<file path="src/rtl/tirm_pkg.sv">
package tirm_pkg;
    // ==========================================================
    // register map
    localparam logic [7:0] ADDR_SIGLOSS_IRQ_ENABLE = 8'h06;
    localparam logic [7:0] ADDR_FAULT_IRQ_ENABLE = 8'h07;
    localparam logic [7:0] ADDR_SIGLOSS_IRQ_STATUS = 8'h08;
    localparam logic [7:0] ADDR_FAULT_IRQ_STATUS = 8'h09;
    localparam logic [7:0] ADDR_SOFT_RESET = 8'h0a;
    localparam logic [7:0] ADDR_MONITOR_SELECT = 8'h0b;
    // ==========================================================
    // reset values and fields
    localparam logic [7:0] RST_ENABLE = 8'h00;
    localparam logic [7:0] RST_STATUS = 8'h00;
    localparam logic [3:0] RST_MONITOR = 4'h0;
    localparam logic [7:0] READ_ZERO = 8'h00;
    localparam logic [3:0] MON_RESERVED_ZERO = 4'h0;
    localparam logic [2:0] MON_CHAN_NONE = 3'h0;
    localparam int MON_DIR_BIT = 3;
    localparam int MON_CHAN_MSB = 2;
    localparam int MON_FIELD_MSB = 3;
    // ==========================================================
    // soft reset timing
    localparam int CLK_PERIOD_NS = 20;
    localparam int SRST_SHORT_NS = 1000;
    localparam int SRST_LONG_NS = 2000;
    localparam int SRST_SHORT_CYC = (SRST_SHORT_NS + CLK_PERIOD_NS - 1) / CLK_PERIOD_NS;
    localparam int SRST_LONG_CYC = (SRST_LONG_NS + CLK_PERIOD_NS - 1) / CLK_PERIOD_NS;
    localparam int SRST_CNT_W = 8;
    localparam logic [SRST_CNT_W-1:0] SRST_CNT_ZERO = 8'h00;
    localparam logic [SRST_CNT_W-1:0] SRST_CNT_ONE = 8'h01;
endpackage

</file>
<file path="src/rtl/tirm_change_flags.sv">
`timescale 1ns/1ns
module tirm_change_flags #(
    parameter int WIDTH = 8
) (
    input wire logic core_clk,
    input wire logic reset,
    input wire logic hold_default,
    input wire logic read_clear,
    input wire logic [WIDTH-1:0] det,
    output logic [WIDTH-1:0] flag_r
);
    logic [WIDTH-1:0] prev_r;
    logic primed_r;
    logic [WIDTH-1:0] chg;
    logic [WIDTH-1:0] flag_nxt;

    // first cycle after reset only loads the history, so a detector that
    // is already active at power-up does not raise a false change
    assign chg = primed_r ? (det ^ prev_r) : '0;
    // a change in the clearing cycle survives the clear
    assign flag_nxt = hold_default ? '0 : ((flag_r & ~{WIDTH{read_clear}}) | chg);

    always_ff @(posedge core_clk) begin
        if (reset) begin
            prev_r <= '0;
            primed_r <= 1'b0;
            flag_r <= '0;
        end else begin
            prev_r <= det;
            primed_r <= 1'b1;
            flag_r <= flag_nxt;
        end
    end
endmodule

</file>
<file path="src/rtl/tirm_regs.sv">
`timescale 1ns/1ns
module tirm_regs #(
    parameter int CHANNELS = 8
) (
    input wire logic core_clk,
    input wire logic reset,
    input wire logic host_rd_strobe,
    input wire logic host_wr_strobe,
    input wire logic [7:0] host_addr,
    input wire logic [7:0] host_data_in,
    output logic [7:0] host_data_out,
    output logic host_data_oe,
    input wire logic host_nonmux_mode,
    input wire logic [CHANNELS-1:0] loss_of_signal,
    input wire logic [CHANNELS-1:0] driver_fault_monitor,
    output logic irq_out,
    output logic soft_reset_busy,
    output logic mon_rx_en,
    output logic mon_tx_en,
    output logic [2:0] mon_chan
);
    // ==========================================================
    // pin synchronisers
    logic rd_s1_r, rd_s2_r, rd_s3_r;
    logic wr_s1_r, wr_s2_r, wr_s3_r;
    logic mode_s1_r, mode_s2_r;
    logic [7:0] addr_s1_r, addr_s2_r;
    logic [7:0] data_s1_r, data_s2_r;

    always_ff @(posedge core_clk) begin
        if (reset) begin
            rd_s1_r <= 1'b0;
            rd_s2_r <= 1'b0;
            rd_s3_r <= 1'b0;
            wr_s1_r <= 1'b0;
            wr_s2_r <= 1'b0;
            wr_s3_r <= 1'b0;
            mode_s1_r <= 1'b0;
            mode_s2_r <= 1'b0;
            addr_s1_r <= 8'h00;
            addr_s2_r <= 8'h00;
            data_s1_r <= 8'h00;
            data_s2_r <= 8'h00;
        end else begin
            rd_s1_r <= host_rd_strobe;
            rd_s2_r <= rd_s1_r;
            rd_s3_r <= rd_s2_r;
            wr_s1_r <= host_wr_strobe;
            wr_s2_r <= wr_s1_r;
            wr_s3_r <= wr_s2_r;
            mode_s1_r <= host_nonmux_mode;
            mode_s2_r <= mode_s1_r;
            addr_s1_r <= host_addr;
            addr_s2_r <= addr_s1_r;
            data_s1_r <= host_data_in;
            data_s2_r <= data_s1_r;
        end
    end

    // ==========================================================
    // decode
    logic [tirm_pkg::SRST_CNT_W-1:0] srst_cnt_r, srst_cnt_nxt, srst_len;
    logic srst_active, wr_evt, rd_evt, wr_ok, srst_start;
    logic hit_sl_en, hit_flt_en, hit_sl_stat, hit_flt_stat, hit_srst, hit_mon;

    assign wr_evt = wr_s2_r & ~wr_s3_r;
    assign rd_evt = rd_s2_r & ~rd_s3_r;
    assign srst_active = srst_cnt_r != tirm_pkg::SRST_CNT_ZERO;
    // writes during the soft reset cycle are dropped; registers are pinned
    assign wr_ok = wr_evt & ~srst_active;
    assign hit_sl_en = addr_s2_r == tirm_pkg::ADDR_SIGLOSS_IRQ_ENABLE;
    assign hit_flt_en = addr_s2_r == tirm_pkg::ADDR_FAULT_IRQ_ENABLE;
    assign hit_sl_stat = addr_s2_r == tirm_pkg::ADDR_SIGLOSS_IRQ_STATUS;
    assign hit_flt_stat = addr_s2_r == tirm_pkg::ADDR_FAULT_IRQ_STATUS;
    assign hit_srst = addr_s2_r == tirm_pkg::ADDR_SOFT_RESET;
    assign hit_mon = addr_s2_r == tirm_pkg::ADDR_MONITOR_SELECT;

    // ==========================================================
    // soft reset cycle
    assign srst_start = wr_ok & hit_srst;
    // the slow strobe mode gets the longer cycle so the host's wait covers it
    assign srst_len = mode_s2_r ? tirm_pkg::SRST_CNT_W'(tirm_pkg::SRST_LONG_CYC)
                                : tirm_pkg::SRST_CNT_W'(tirm_pkg::SRST_SHORT_CYC);
    assign srst_cnt_nxt = srst_start ? srst_len
                        : srst_active ? srst_cnt_r - tirm_pkg::SRST_CNT_ONE
                        : tirm_pkg::SRST_CNT_ZERO;

    // ==========================================================
    // registers
    logic [CHANNELS-1:0] sl_en_r, flt_en_r, sl_flags, flt_flags;
    logic [tirm_pkg::MON_FIELD_MSB:0] mon_r;
    logic rd_clr_sl, rd_clr_flt, irq_nxt;
    logic [7:0] rdata_nxt;

    always_ff @(posedge core_clk) begin
        if (reset) begin
            srst_cnt_r <= tirm_pkg::SRST_CNT_ZERO;
            sl_en_r <= CHANNELS'(tirm_pkg::RST_ENABLE);
            flt_en_r <= CHANNELS'(tirm_pkg::RST_ENABLE);
            mon_r <= tirm_pkg::RST_MONITOR;
        end else begin
            srst_cnt_r <= srst_cnt_nxt;
            if (srst_active) begin
                sl_en_r <= CHANNELS'(tirm_pkg::RST_ENABLE);
                flt_en_r <= CHANNELS'(tirm_pkg::RST_ENABLE);
                mon_r <= tirm_pkg::RST_MONITOR;
            end else if (wr_ok) begin
                if (hit_sl_en) begin
                    sl_en_r <= data_s2_r[CHANNELS-1:0];
                end
                if (hit_flt_en) begin
                    flt_en_r <= data_s2_r[CHANNELS-1:0];
                end
                if (hit_mon) begin
                    mon_r <= data_s2_r[tirm_pkg::MON_FIELD_MSB:0];
                end
            end
        end
    end

    assign rd_clr_sl = rd_evt & hit_sl_stat;
    assign rd_clr_flt = rd_evt & hit_flt_stat;

    tirm_change_flags #(.WIDTH(CHANNELS)) u_sigloss_flags (
        .core_clk(core_clk),
        .reset(reset),
        .hold_default(srst_active),
        .read_clear(rd_clr_sl),
        .det(loss_of_signal),
        .flag_r(sl_flags)
    );

    tirm_change_flags #(.WIDTH(CHANNELS)) u_fault_flags (
        .core_clk(core_clk),
        .reset(reset),
        .hold_default(srst_active),
        .read_clear(rd_clr_flt),
        .det(driver_fault_monitor),
        .flag_r(flt_flags)
    );

    // ==========================================================
    // read data, interrupt, monitor routing
    assign rdata_nxt = hit_sl_en ? 8'(sl_en_r)
                     : hit_flt_en ? 8'(flt_en_r)
                     : hit_sl_stat ? 8'(sl_flags)
                     : hit_flt_stat ? 8'(flt_flags)
                     : hit_mon ? {tirm_pkg::MON_RESERVED_ZERO, mon_r}
                     : tirm_pkg::READ_ZERO;
    assign irq_nxt = (|(sl_flags & sl_en_r)) | (|(flt_flags & flt_en_r));

    always_ff @(posedge core_clk) begin
        if (reset) begin
            host_data_out <= tirm_pkg::READ_ZERO;
            host_data_oe <= 1'b0;
            irq_out <= 1'b0;
            soft_reset_busy <= 1'b0;
            mon_rx_en <= 1'b0;
            mon_tx_en <= 1'b0;
            mon_chan <= tirm_pkg::MON_CHAN_NONE;
        end else begin
            if (rd_evt) begin
                host_data_out <= rdata_nxt;
            end
            host_data_oe <= rd_s2_r;
            irq_out <= irq_nxt;
            soft_reset_busy <= srst_active;
            mon_chan <= mon_r[tirm_pkg::MON_CHAN_MSB:0];
            // zero channel selects nothing in either direction
            mon_rx_en <= ~mon_r[tirm_pkg::MON_DIR_BIT]
                       & (mon_r[tirm_pkg::MON_CHAN_MSB:0] != tirm_pkg::MON_CHAN_NONE);
            mon_tx_en <= mon_r[tirm_pkg::MON_DIR_BIT]
                       & (mon_r[tirm_pkg::MON_CHAN_MSB:0] != tirm_pkg::MON_CHAN_NONE);
        end
    end
endmodule

</file>
<file path="config.mk">
export PLATFORM = sky130hd
export DESIGN_NAME = tirm_regs
export DESIGN_NICKNAME = d
export VERILOG_FILES = /design/src/rtl/tirm_pkg.sv /design/src/rtl/tirm_change_flags.sv /design/src/rtl/tirm_regs.sv
export SDC_FILE = /design/constraint.sdc
export NUM_CORES = 1
export LEC_CHECK = 0
export ABC_CLOCK_PERIOD_IN_PS = 2250
export BUFFER_PORTS_ARGS = -buffer_cell sky130_fd_sc_hd__buf_4
export CORE_ASPECT_RATIO = 1.4
export CORE_MARGIN = 2
export CORE_UTILIZATION = 55
export CTS_BUF_LIST = sky130_fd_sc_hd__clkbuf_16
export CTS_CLUSTER_SIZE = 16
export DETAILED_ROUTE_END_ITERATION = 10
export PLACE_DENSITY = 0.88
export SLEW_MARGIN = 20
export SYNTH_ARGS = -nofsm -noshare
export SYNTH_HDL_FRONTEND = slang
export SYNTH_HIERARCHICAL = 1
export SYNTH_SLANG_ARGS = --single-unit
export TNS_END_PERCENT = 1
</file>
<file path="constraint.sdc">
create_clock -name core_clk -period 2.25 [get_ports core_clk]
set_clock_uncertainty 0.15 [all_clocks]
set_input_delay 0.675 -clock core_clk [delete_from_list [all_inputs] [get_ports core_clk]]
set_output_delay 0.675 -clock core_clk [all_outputs]
set_load 0.005 [all_outputs]
</file>
==> impl_results.md <==
* Die height at 110 um
* Yosys reg bits at 117
* RePlAce Congestion at 0.858
* Status: finished, final reports clean
* Crit path buffers/inverters at 1
* Kind of critical path: reg2reg
* Core Area at 7800 um^2
* Tightest Pin Transition at 0.537 ns
* Final core occ at 0.702
* Skew-Pair Late Insertion Delay at 0.41 ns
* Worst path required time at 2.45 ns
* Placed insts at 563
* Max IR drop VDD at 0.674 mV
* Antenna cells at 0
* Multi-input gate area at 1930 um^2
* Startpoint Class: flip-flop
* Worst hold path cell count at 1
* Hold Path End: data_s2_r[2]
* Share of post-route cells with drive strength above 1 at 0.238
* Cts repair resizes at 0
* Initial antenna violation count at 0
* Final Non-Filler Cells at 595
* Logic pwr share at 0.134
* I/O pin count at 53
* Synth warn at 6
* CTS tree: yes
* Vias in the first global route at 3088
* Critical Path Max Stage Delay at 0.50 ns
* Hold WC Path Type: reg2reg
* DR iter-0 viols at 266
* Die Width at 79.9 um
* Post-CTS Hold Fix Bufs at 0
* H-Tree Depth at 4
* Fmax at 478 MHz
* Crit path launch: srst_cnt_r[0]
* Setup ws final at 0.160 ns
* Sequential fraction of the synthesis area at 0.528
* Worst path cell trace: inv_1 -> ha_1 -> nor3b_1 -> nand2_1 -> nor3_2 -> a22o_1
* Max-Cap Viols at 0
* Synth cell types at 50
* Clock Tree Buf Depth at 2
* DP Wirelength at 6440 um
* PwrDens at 1020 nW/um^2
* Tcrit/Tclk final at 0.929
* DRC at 0
* Clock Pin Slew Worst Setup and Hold Paths at 0.05 ns
* Final Setup Violations at 0
* Worst Path Arrival at 2.29 ns
* First drt pass iteration count at 5
* Synth Instances at 423
* P_int at 4160 uW
* Leak at 0.00219 uW
* Worst setup EP type: flip-flop
* Syn_nets at 462
* RSZ-0062 raised after global routing: false
* Reg-to-reg endpoint: u_sigloss_flags/flag_r[5]
* Sw Pwr at 1390 uW
* Global-route usage over all layers at 0.225
* Nets@finish at 521
* Depth of the worst register-to-register path at 6
* Vias post-DR at 3343
* Pre-CTS WS at 0.219 ns
* Post-synthesis async set-or-reset flop share at 0
* GRT Residual Overflow at 0
* Slew Viols, Final at 0
* Root buffer cell: clkbuf_16
* Cell area after synthesis at 4430 um^2
* Global-route wire length before repair at 14700 um
* Syn avg cell area at 10.5 um^2
* WL per Instance at 15.5 um
* Sw Share at 0.251
* Sequential cell area at 2340 um^2
* Reg-to-reg slack, setup at 0.16 ns
* CTS Buf Count at 17
* HP Start: data_s1_r[2]
* Initial Util at 0.569
* Clock network power share at 0.441
* Final hold violations at 0
* Antenna Nets Post-Route at 0
* Post-CTS setup buffer count at 0
* WL final at 9250 um
* Slew HR at 0.641
* Worst R2R Start: srst_cnt_r[0]
* Fill cell count at 587
* Final min period at 2.09 ns
* # port buffers at 52
* Die area at 8800 um^2
* Most used DFF post-synth: dfxtp_1
* Via density at 5.62
* Clock sinks at 117
* Crit-path slowest cell: nor3_2
* CP delay by family, top: simple AND/OR/NAND/NOR gates
* Sequential share of power at 0.425
* Worst Path Max Fanout at 8
* Fin Setup TNS at 0 ns
* Post-synth EDFFs at 0
* # rows at 38
* Area growth, synth to finish at 23.4%
* Largest net degree at the start of global routing at 34
## cell usage in the layout, fill, tap and decap left out, types with 16 or more instances in the layout
| cell type | n |
|---|---|
| dfxtp_1 | 117 |
| buf_4 | 63 |
| nor2b_1 | 47 |
| o21ai_0 | 24 |
| nand3_1 | 21 |
| a21oi_1 | 21 |
| a22o_1 | 19 |
| xor2_1 | 18 |
| clkbuf_16 | 17 |
| and2b_2 | 16 |
## cell type report
class	instances	area share
flip-flops and latches	117	0.428
repair buffers	64	0.0901
multi-input cells	274	0.353
well taps	100	0.0229
clock inverters	15	0.0226
clock buffers	17	0.0777
inverters	8	0.00549
## registers in the layout (all words and copies together) (netlist names), 3 cells and up
name / flops
sl_en_r: 8
addr_s1_r: 8
data_s1_r: 8
mon_chan: 3
u_sigloss_flags/flag_r: 8
data_s2_r: 8
mon_r: 4
addr_s2_r: 8
u_sigloss_flags/prev_r: 8
flt_en_r: 8
u_fault_flags/prev_r: 8
srst_cnt_r: 8
u_fault_flags/flag_r: 8
host_data_out: 8
## synth_stat cells, types with 2 or more instances
cell type  instances  area (um^2)
a21oi_1           21          105
a221oi_1           7         61.3
a22o_1            19          166
a22oi_1            2         15.0
a2bb2oi_1          3         26.3
and2_0             2         12.5
and2b_2           16          140
and3_1             3         18.8
buf_1              3         11.3
buf_2              4         20.0
buf_6              4         45.0
clkbuf_1          12         45.0
dfxtp_1          117         2340
ha_1               2         25.0
inv_1              8         30.0
mux2i_1            8         80.1
nand2_1            6         22.5
nand2b_1           7         43.8
nand3_1           21          105
nand3b_1           4         30.0
nor2_1            13         48.8
nor2b_1           47          294
nor3_1             6         30.0
nor3_2             2         20.0
nor3b_1            3         22.5
nor3b_4            2         37.5
nor4_1             5         31.3
o21ai_0           24          120
o22ai_1            4         25.0
o2bb2ai_1          4         35.0
o31ai_1            2         15.0
o41ai_2            4         65.1
or4_1              2         15.0
xnor2_1            3         26.3
xor2_1            18          158
## power by group through the flow
| stage | clock network, uW | registers, uW | logic (uW) |
|---|---|---|---|
| finish | 2450 | 2360 | 742 |
| global route | 2590 | 2370 | 820 |
| CTS | 2480 | 2360 | 744 |
| detailed placement | 0 | 2400 | 737 |
| global placement | 0 | 2390 | 702 |
| floorplan | 0 | 2350 | 547 |
## kinds of logic (layout without fill, tap and decap cells)
logic type / count (synthesis) / in the layout / synth area share
buffers and inverters: 32 / 104 / 0.0358
and+or+nand+nor: 149 / 149 / 0.221
adders and majority gates: 2 / 2 / 0.00564
xor gates and xnor gates: 21 / 21 / 0.0415
AOI/OAI and AO/OA: 94 / 94 / 0.150
DFF: 117 / 117 / 0.528
muxes: 8 / 8 / 0.0181
## stage by stage
stage	cell area [um^2]	hold WS [ns]	power, uW
5_1_grt	5470	0.294	5780
2_1_floorplan	4430	0.264	2900
3_5_place_dp	4920	0.273	3130
4_1_cts	5470	0.280	5580
3_3_place_gp	4920	0.269	3090
6_report	5470	0.277	5550
## metal layers
layer / up-vias / routed length [um] / GRT usage
li1: 1617 / - / -
met1: 1585 / 3510 / 0.238
met2: 119 / 4870 / 0.385
met3: 22 / 522 / 0.0774
met4: 0 / 349 / 0.132
met5: - / 0 / 0
## how the worst max path moves through the flow
stage | end | slack [ns] | cells past startpoint
3_5_place_dp | u_sigloss_flags/flag_r[5] | 0.22 | 6
3_3_place_gp | u_sigloss_flags/flag_r[7] | 0.33 | 6
5_1_grt | u_sigloss_flags/flag_r[0] | 0.02 | 6
6_report | u_sigloss_flags/flag_r[5] | 0.16 | 6
4_1_cts | u_sigloss_flags/flag_r[5] | 0.16 | 6
2_1_floorplan | u_fault_flags/flag_r[0] | 0.31 | 6
Note: power is estimated with default switching activity, not from simulation.
